--- config.mk ---
export PLATFORM = sky130hd
export DESIGN_NAME = pmc_top
export DESIGN_NICKNAME = d
export VERILOG_FILES = /design/src/pmc_clk_sw.v /design/src/pmc_top.v
export VERILOG_INCLUDE_DIRS = /design/src /design/src/src
export SDC_FILE = /design/constraint.sdc
export NUM_CORES = 1
export LEC_CHECK = 0
export CORE_MARGIN = 3
export CORE_UTILIZATION = 40
export CTS_CLUSTER_DIAMETER = 200
export CTS_CLUSTER_SIZE = 20
export DETAILED_ROUTE_END_ITERATION = 12
export DONT_BUFFER_PORTS = 1
export PLACE_DENSITY_LB_ADDON = 0.3
export SLEW_MARGIN = 0
export SYNTH_ARGS = -nofsm -noshare
export SYNTH_HDL_FRONTEND = slang
export SYNTH_SLANG_ARGS = --single-unit
--- constraint.sdc ---
create_clock -name clk_sys -period 5.27 [get_ports clk_sys]
set_input_delay 0.527 -clock clk_sys [delete_from_list [all_inputs] [get_ports clk_sys]]
set_output_delay 0.527 -clock clk_sys [all_outputs]
set_load 0.02 [all_outputs]
--- src/pmc_consts.vh ---
`ifndef PMC_CONSTS_VH
`define PMC_CONSTS_VH

// ----------------------------------------
// Register offsets (byte addresses)
// ----------------------------------------
`define PMC_ADR_MODE      4'h0
`define PMC_ADR_TMR_CTRL  4'h4
`define PMC_ADR_STATUS    4'h8
`define PMC_ADR_CMD       4'hc

// ----------------------------------------
// Field positions
// ----------------------------------------
`define PMC_MODE_SCS_LO   0
`define PMC_MODE_IDLE_ON_SLEEP_ENABLE    2
`define PMC_TC_OSCEN      3
`define PMC_TC_SECACT     6
`define PMC_ST_OSC_STARTUP_DONE_FLAG       0
`define PMC_ST_INTOSC_STABLE_FLAG       1
`define PMC_ST_MODE_LO    4
`define PMC_CMD_SLEEP     0

// ----------------------------------------
// Reset values
// ----------------------------------------
`define PMC_RST_MODE      3'h0
`define PMC_RST_TC        8'h00

// ----------------------------------------
// Clock select codes
// ----------------------------------------
`define PMC_SEL_PRI       2'h0
`define PMC_SEL_SEC       2'h1
`define PMC_SEL_INT       2'h2

// ----------------------------------------
// Timing
// ----------------------------------------
`define PMC_CLK_HZ        20000000
`define PMC_WAKE_NS       10000
`define PMC_WAKE_CYC      ((`PMC_WAKE_NS * (`PMC_CLK_HZ / 1000000)) / 1000)
`define PMC_SYNC_HOLD     2'h2

`endif

--- src/pmc_clk_sw.v ---
`timescale 1ns/1ps
`include "pmc_consts.vh"
// Glitch-free source selector: the requested source's enable only opens
// after the other has been closed for a sync-hold of cycles.
module pmc_clk_sw
#(
    parameter N = 3
)
(
    // Clock and reset
    input  wire         clk_sys,
    input  wire         rst_n,
    // Request and status
    input  wire [1:0]   sel_req,
    input  wire [N-1:0] src_ok,
    output reg  [N-1:0] gate_en_r,
    output reg  [1:0]   sel_cur_r
);

    reg [1:0] wait_r;
    integer   i;

    always @(posedge clk_sys or negedge rst_n)
    begin
        if (!rst_n)
        begin
            gate_en_r <= {{(N-1){1'b0}}, 1'b1};
            sel_cur_r <= 2'h0;
            wait_r    <= 2'h0;
        end
        else if (sel_req != sel_cur_r)
        begin
            // Break before make
            gate_en_r <= {N{1'b0}};
            if (wait_r == 2'h0)
                wait_r <= 2'h1;
            else if (wait_r == `PMC_SYNC_HOLD && src_ok[sel_req])
            begin
                sel_cur_r <= sel_req;
                wait_r    <= 2'h0;
            end
            else if (wait_r != `PMC_SYNC_HOLD)
                wait_r <= wait_r + 2'h1;
        end
        else
        begin
            for (i = 0; i < N; i = i + 1)
                gate_en_r[i] <= (i == sel_cur_r) && src_ok[i];
        end
    end

endmodule

--- src/pmc_top.v ---
// Local design decisions: the register addresses and the Wishbone slave port.
`timescale 1ns/1ps
`include "pmc_consts.vh"

module pmc_top
#(
    parameter WAKE_CYC = `PMC_WAKE_CYC
)
(
    // Clock and reset
    input  wire        clk_sys,
    input  wire        rst_n,
    // Wishbone slave
    input  wire        wb_cyc_i,
    input  wire        wb_stb_i,
    input  wire        wb_we_i,
    input  wire [3:0]  wb_adr_i,
    input  wire [3:0]  wb_sel_i,
    input  wire [31:0] wb_dat_i,
    output reg  [31:0] wb_dat_o,
    output reg         wb_ack_o,
    // Core events
    input  wire        sleep_exec,
    input  wire        wake_evt,
    input  wire        wdt_timeout,
    input  wire        intosc_is_primary,
    // Oscillator status pins
    input  wire        pri_osc_ready,
    input  wire        sec_osc_running,
    input  wire        int_osc_stable,
    // Oscillator and clock gate controls
    output reg         pri_osc_en_r,
    output reg         sec_osc_en_r,
    output reg         cpu_clk_en_r,
    output reg         per_clk_en_r,
    output reg  [2:0]  src_gate_r,
    output reg         wdt_reset_r
);

    // ----------------------------------------
    // Mode states
    // ----------------------------------------
    localparam ST_PRIMARY_RUN_MODE  = 3'h0;
    localparam ST_PRIMARY_IDLE_MODE = 3'h1;
    localparam ST_IDLE_WK  = 3'h2;
    localparam ST_SECONDARY_RUN_MODE  = 3'h3;
    localparam ST_SEC_BACK = 3'h4;
    localparam ST_INT_RUN  = 3'h5;

    // ----------------------------------------
    // Pin synchronisers
    // ----------------------------------------
    reg [2:0] sync1_r;
    reg [2:0] sync2_r;
    always @(posedge clk_sys or negedge rst_n)
    begin
        if (!rst_n)
        begin
            sync1_r <= 3'h0;
            sync2_r <= 3'h0;
        end
        else
        begin
            sync1_r <= {int_osc_stable, sec_osc_running, pri_osc_ready};
            sync2_r <= sync1_r;
        end
    end
    wire pri_ok = sync2_r[0];
    wire sec_ok = sync2_r[1];
    wire int_ok = sync2_r[2];

    // ----------------------------------------
    // Registers
    // ----------------------------------------
    reg [1:0]  scs_r;
    reg        idle_on_sleep_enable_r;
    reg        osc_en_bit_r;
    reg [6:0]  tc_other_r;
    reg        secact_r;
    reg        osc_startup_done_flag_r;
    reg [2:0]  state_r;
    reg [2:0]  state_nxt;
    reg [15:0] wake_cnt_r;
    reg        forced_r;

    wire wb_req  = wb_cyc_i && wb_stb_i && !wb_ack_o;
    wire wr_mode = wb_req && wb_we_i && wb_sel_i[0] && wb_adr_i == `PMC_ADR_MODE;
    wire wr_tc   = wb_req && wb_we_i && wb_sel_i[0] && wb_adr_i == `PMC_ADR_TMR_CTRL;
    wire wr_cmd  = wb_req && wb_we_i && wb_sel_i[0] && wb_adr_i == `PMC_ADR_CMD;
    wire sleep_p = sleep_exec || (wr_cmd && wb_dat_i[`PMC_CMD_SLEEP]);

    always @(posedge clk_sys or negedge rst_n)
    begin
        if (!rst_n)
        begin
            {idle_on_sleep_enable_r, scs_r}           <= `PMC_RST_MODE;
            {tc_other_r, osc_en_bit_r} <= `PMC_RST_TC;
        end
        else
        begin
            // Mode bits only change by a write; wake leaves them alone
            if (wr_mode)
            begin
                scs_r   <= wb_dat_i[`PMC_MODE_SCS_LO +: 2];
                idle_on_sleep_enable_r <= wb_dat_i[`PMC_MODE_IDLE_ON_SLEEP_ENABLE];
            end
            if (wr_tc)
            begin
                osc_en_bit_r <= wb_dat_i[`PMC_TC_OSCEN];
                tc_other_r   <= {wb_dat_i[7], wb_dat_i[5:4], wb_dat_i[2:0], 1'b0};
            end
            else if (state_r == ST_SEC_BACK && pri_ok && forced_r)
                osc_en_bit_r <= 1'b0;
        end
    end

    // ----------------------------------------
    // Bus answer
    // ----------------------------------------
    always @(posedge clk_sys or negedge rst_n)
    begin
        if (!rst_n)
        begin
            wb_ack_o <= 1'b0;
            wb_dat_o <= 32'h0;
        end
        else
        begin
            wb_ack_o <= wb_req;
            wb_dat_o <= 32'h0;
            if (wb_req && !wb_we_i)
            begin
                case (wb_adr_i)
                    `PMC_ADR_MODE:
                        wb_dat_o <= {29'h0, idle_on_sleep_enable_r, scs_r};
                    // Active flag at bit 6
                    `PMC_ADR_TMR_CTRL:
                        wb_dat_o <= {24'h0, tc_other_r[6], secact_r, tc_other_r[5:4],
                                     osc_en_bit_r, tc_other_r[3:1]};
                    `PMC_ADR_STATUS:
                        wb_dat_o <= {25'h0, state_r, 2'h0,
                                     int_ok && intosc_is_primary, osc_startup_done_flag_r};
                    default:
                        wb_dat_o <= 32'h0;
                endcase
            end
        end
    end

    // ----------------------------------------
    // Mode machine
    // ----------------------------------------
    wire run_mode = state_r == ST_SECONDARY_RUN_MODE || state_r == ST_INT_RUN;

    always @*
    begin
        state_nxt = state_r;
        case (state_r)
            ST_PRIMARY_RUN_MODE:
                if (sleep_p && !idle_on_sleep_enable_r)
                begin
                    if (scs_r == `PMC_SEL_SEC)
                    begin
                        if (osc_en_bit_r)
                            state_nxt = ST_SECONDARY_RUN_MODE;
                        // Request dropped without enable
                    end
                    else if (scs_r[1])
                        state_nxt = ST_INT_RUN;
                end
                else if (sleep_p && scs_r == `PMC_SEL_PRI)
                    state_nxt = ST_PRIMARY_IDLE_MODE;
            ST_PRIMARY_IDLE_MODE:
                if (wake_evt || wdt_timeout)
                    state_nxt = ST_IDLE_WK;
            ST_IDLE_WK:
                if (wake_cnt_r == WAKE_CYC[15:0])
                    state_nxt = ST_PRIMARY_RUN_MODE;
            ST_SECONDARY_RUN_MODE:
                if (wake_evt || !osc_en_bit_r)
                    state_nxt = ST_SEC_BACK;
                else if (sleep_p && idle_on_sleep_enable_r)
                    state_nxt = ST_SECONDARY_RUN_MODE;
            ST_SEC_BACK:
                if (pri_ok)
                    state_nxt = ST_PRIMARY_RUN_MODE;
            ST_INT_RUN:
                if (wake_evt)
                    state_nxt = ST_PRIMARY_RUN_MODE;
            default:
                state_nxt = ST_PRIMARY_RUN_MODE;
        endcase
    end

    always @(posedge clk_sys or negedge rst_n)
    begin
        if (!rst_n)
        begin
            state_r     <= ST_PRIMARY_RUN_MODE;
            wake_cnt_r  <= 16'h0;
            forced_r    <= 1'b0;
            secact_r    <= 1'b0;
            osc_startup_done_flag_r      <= 1'b1;
            wdt_reset_r <= 1'b0;
        end
        else
        begin
            // Watchdog in secondary or internal run resets, not wakes
            wdt_reset_r <= wdt_timeout && run_mode;
            if (wdt_timeout && run_mode)
                state_r <= ST_PRIMARY_RUN_MODE;
            else
                state_r <= state_nxt;
            wake_cnt_r <= (state_r == ST_IDLE_WK) ? wake_cnt_r + 16'h1 : 16'h0;
            if (state_r == ST_SECONDARY_RUN_MODE && !osc_en_bit_r)
                forced_r <= 1'b1;
            else if (state_r != ST_SEC_BACK)
                forced_r <= 1'b0;
            if (state_nxt == ST_SECONDARY_RUN_MODE && state_r == ST_PRIMARY_RUN_MODE)
            begin
                secact_r <= 1'b1;
                osc_startup_done_flag_r   <= 1'b0;
            end
            else if ((state_r == ST_SEC_BACK && pri_ok) || (wdt_timeout && run_mode))
            begin
                secact_r <= 1'b0;
                osc_startup_done_flag_r   <= 1'b1;
            end
            else if (state_r == ST_INT_RUN && state_nxt == ST_PRIMARY_RUN_MODE)
                osc_startup_done_flag_r <= 1'b1;
            else if (state_r == ST_PRIMARY_RUN_MODE && state_nxt == ST_INT_RUN)
                osc_startup_done_flag_r <= 1'b0;
            // Idle and its wake leave the flag untouched
        end
    end

    // ----------------------------------------
    // Source selection and gates
    // ----------------------------------------
    reg [1:0] sel_req;
    always @*
    begin
        case (state_r)
            ST_SECONDARY_RUN_MODE, ST_SEC_BACK: sel_req = `PMC_SEL_SEC;
            ST_INT_RUN:              sel_req = `PMC_SEL_INT;
            default:                 sel_req = `PMC_SEL_PRI;
        endcase
    end

    wire [2:0] gate_en;
    wire [1:0] sel_cur;

    pmc_clk_sw #(
        .N (3)
    ) u_sw (
        .clk_sys   (clk_sys),
        .rst_n     (rst_n),
        .sel_req   (sel_req),
        .src_ok    ({int_ok, sec_ok, pri_ok}),
        .gate_en_r (gate_en),
        .sel_cur_r (sel_cur)
    );

    always @(posedge clk_sys or negedge rst_n)
    begin
        if (!rst_n)
        begin
            pri_osc_en_r <= 1'b1;
            sec_osc_en_r <= 1'b0;
            cpu_clk_en_r <= 1'b1;
            per_clk_en_r <= 1'b1;
            src_gate_r   <= 3'h1;
        end
        else
        begin
            // Primary off only for secondary run, one cycle behind state_r, before the secondary has started
            pri_osc_en_r <= state_r != ST_SECONDARY_RUN_MODE;
            // Secondary stays up after wake switchback
            // Kept alive until the selector has left it, even when forced off
            sec_osc_en_r <= osc_en_bit_r || state_r == ST_SECONDARY_RUN_MODE || state_r == ST_SEC_BACK
                            || sel_cur == `PMC_SEL_SEC;
            src_gate_r   <= gate_en;
            // Clocks held until the chosen source runs
            per_clk_en_r <= |gate_en;
            cpu_clk_en_r <= (|gate_en) && state_r != ST_PRIMARY_IDLE_MODE
                            && state_r != ST_IDLE_WK;
        end
    end

endmodule

==> impl_metrics.env <==
export IMPL_holdBufCountCts=1
export IMPL_worstPathArrival_ns=2.52
export IMPL_synthCells=277
export IMPL_wl_per_cell_um=14.4
export IMPL_drt_total_wl_um=5470
export IMPL_cts_num_sinks=62
export IMPL_power_frac_seq_pct=46.7
export IMPL_power_switching_uw=367
export IMPL_fin_skew_ns=0.00768
export IMPL_grt_pass1_vias=1880
export IMPL_synth_area_top_cells="dfrtp_1, buf_4, dfstp_2"
export IMPL_synth_top_cell_area_share_pct=47.0
export IMPL_regToRegStartpoint="state_r[1]"
export IMPL_gp_congestion=0.781
export IMPL_max_freq_mhz=436
export IMPL_fin_area_um2=3230
export IMPL_synthXorXnorAreaFrac_pct=3.82
export IMPL_nets=336
export IMPL_cts_root_buf="clkbuf_8"
export IMPL_drtIter0Drc=104
export IMPL_gr_usage_met2_pct=20.9
export IMPL_ys_seq_elements=62
export IMPL_yosys_warnings=0
export IMPL_tightestPinTransition_ns=0.574
export IMPL_rsz0062_at_grt="no"
export IMPL_synth_cell_types=51
export IMPL_drv_slew=0
export IMPL_slew_headroom_pct=61.7
export IMPL_antenna_left=0
export IMPL_synthAdderAreaFrac_pct=1.68
export IMPL_tritoncts="done"
export IMPL_setup_tns_ns=0
export IMPL_cts_max_level=3
export IMPL_start_kind="register"
export IMPL_grt_usage_pct=13.7
export IMPL_crit_path_start="state_r[1]"
export IMPL_async_flop_share_pct=100
export IMPL_num_vias=1900
export IMPL_area_growth_pct=8.27
export IMPL_synth_flop_cell="dfrtp_1"
export IMPL_drtPass1Iterations=4
export IMPL_cts_setup_buffers=0
export IMPL_portBuffers=0
export IMPL_power_clock_fraction_pct=36.5
export IMPL_viasPerCell=4.99
export IMPL_netlist_area_um2=2980
export IMPL_cts_buffers=9
export IMPL_synth_top_family_by_area="simple AND/OR/NAND/NOR gates"
export IMPL_p_total_mw=1.26
export IMPL_gr_usage_met1_pct=18.1
export IMPL_synthMuxAreaShare_pct=5.63
export IMPL_die_area_um2=8520
export IMPL_drive_above_1_share_pct=14.0
export IMPL_required_ns=5.49
export IMPL_yosysTopAreaCell="dfrtp_1"
export IMPL_post_cts_resized=0
export IMPL_post_synth_top_count_cell="dfrtp_1"
export IMPL_hold_viol_final=0
export IMPL_post_place_ws_ns=3.02
export IMPL_grt_max_degree=57
export IMPL_synth_edf_count=0
export IMPL_place_area_um2=2970
export IMPL_antenna_found_initial=0
export IMPL_grt_pass1_wl_um=9170
export IMPL_combPwrFrac_pct=16.8
export IMPL_top_usage_layer="met2"
export IMPL_setup_slack_ns=2.97
export IMPL_hpwlAfterDp_um=3730
export IMPL_power_leakage_nw=1.51
export IMPL_core_area_um2=7020
export IMPL_post_route_util_pct=46.0
export IMPL_grt_overflow_total=0
export IMPL_synth_common_cells="dfrtp_1, nor2_1, buf_4, nand2_1, inv_1"
export IMPL_intPower_uw=893
export IMPL_insertion_delay_ns=0.34
export IMPL_rows=30
export IMPL_use_met3_pct=5.69
export IMPL_yosys_area_share_simple_pct=19.4
export IMPL_timing_worst_setup_path_type="register to register"
export IMPL_crit_fanout=11
export IMPL_initial_utilization_pct=42.4
export IMPL_critPathCaptureType="register"
export IMPL_num_io_pins=93
export IMPL_die_h_um=92.3
export IMPL_powerDensity_nw_per_um2=391
export IMPL_finalCriticalPeriod_ns=2.30
export IMPL_diodes=0
export IMPL_synth_compound_area_share_pct=8.15
export IMPL_ir_drop_mv=0.248
export IMPL_swShare_pct=29.1
export IMPL_setup_violations_final=0
export IMPL_status="complete, no violations"
export IMPL_rrSetupSlack_ns=2.97
export IMPL_cts_max_path_buffers=2
export IMPL_drc=0
export IMPL_yosysSeqAreaShare_pct=52.3
export IMPL_die_w_um=92.3
export IMPL_hp_class="input pin to async pin"
export IMPL_maxCapViolCount=0
export IMPL_path_clk_slew_ns=0.07
export IMPL_post_route_period_util_pct=43.6
export IMPL_syn_avg_cell_area_um2=10.8
-- power by group through the flow --
stage                     registers (mW)  logic, mW  clock network, mW
after global routing               0.595      0.244              0.491
after detailed placement           0.596      0.200                  0
after global placement             0.594      0.196                  0
after floorplan                    0.572      0.205                  0
after CTS                          0.588      0.212              0.469
final                              0.589      0.212              0.460
-- cells in the final DEF (no fill, tap or decap), types with 2 or more instances in the layout --
cell type   instances
dfrtp_1            56
nor2_1             29
conb_1             24
nand2_1            17
inv_1              12
xor2_1             11
mux2_2             10
clkbuf_8           10
and3_1              8
a21oi_1             8
nand3_1             7
dfstp_2             6
nand2b_1            5
or3_1               5
o21ai_0             5
nand4_1             5
nor2b_1             4
o22ai_1             4
mux2i_1             4
a31oi_1             4
ha_1                4
nor4b_1             3
a22oi_1             3
and2_1              3
nor3_1              2
nor4_1              2
o21a_1              2
and4_1              2
xnor2_1             2
bufinv_16           2
clkinvlp_4          2
clkinv_2            2
-- sequential cells by signal (all words and copies together), names as in the netlist, 2 cells and up --
signal / count
state_r: 3
tc_other_r: 6
u_sw.sel_cur_r: 2
wb_dat_o: 8
sync2_r: 3
u_sw.gate_en_r: 3
wake_cnt_r: 16
sync1_r: 3
src_gate_r: 3
scs_r: 2
u_sw.wait_r: 2
-- worst paths after layout --
kind / end / depth (start not counted)
worst min-delay path: osc_startup_done_flag_r / 0
min in group clk_sys: sync1_r[1] / 0
worst max register to register: u_sw.sel_cur_r[0] / 5
worst min register to register: sync2_r[1] / 0
worst max-delay path: u_sw.sel_cur_r[0] / 5
max in group asynchronous: per_clk_en_r / 1
-- through the flow --
step                hold WS, ns  instances
global placement          0.233        363
CTS                      0.0135        380
floorplan                 0.231        300
detailed placement        0.233        363
finish                   0.0305        381
global route            0.00865        381
-- worst max-delay path, cell delays in order, from the launching register on --
cell and delay, ns:
dfrtp_1 0.66, nand2b_1 0.33, o22ai_1 0.14, a221o_1 0.46, nand4bb_4 0.28, mux2_4 0.32
-- layout make-up --
cell class,instances,area [µm²]
fillers,667,3790
flip-flops and latches,62,1560
multi-input cells,193,1240
clock buffers,10,138
well taps,96,120
clock inverters,6,85.1
inverters,12,45.0
repair buffers,2,37.5
-- kinds of logic after synthesis --
group / after synthesis
buffers and inverters: 45
xor gates and xnor gates: 13
adders and majority gates: 4
muxes: 15
and+or+nand+nor: 101
DFF: 62
AOI/OAI and AO/OA: 36
other: 1
-- routing by layer --
| metal | up-vias | part of all wire [%] |
|---|---|---|
| met5 | - | 0 |
| met4 | 0 | 0.60 |
| met3 | 4 | 6.0 |
| met2 | 66 | 47 |
| met1 | 909 | 46 |
| li1 | 921 | - |
Note: power is estimated with default switching activity, not from simulation.
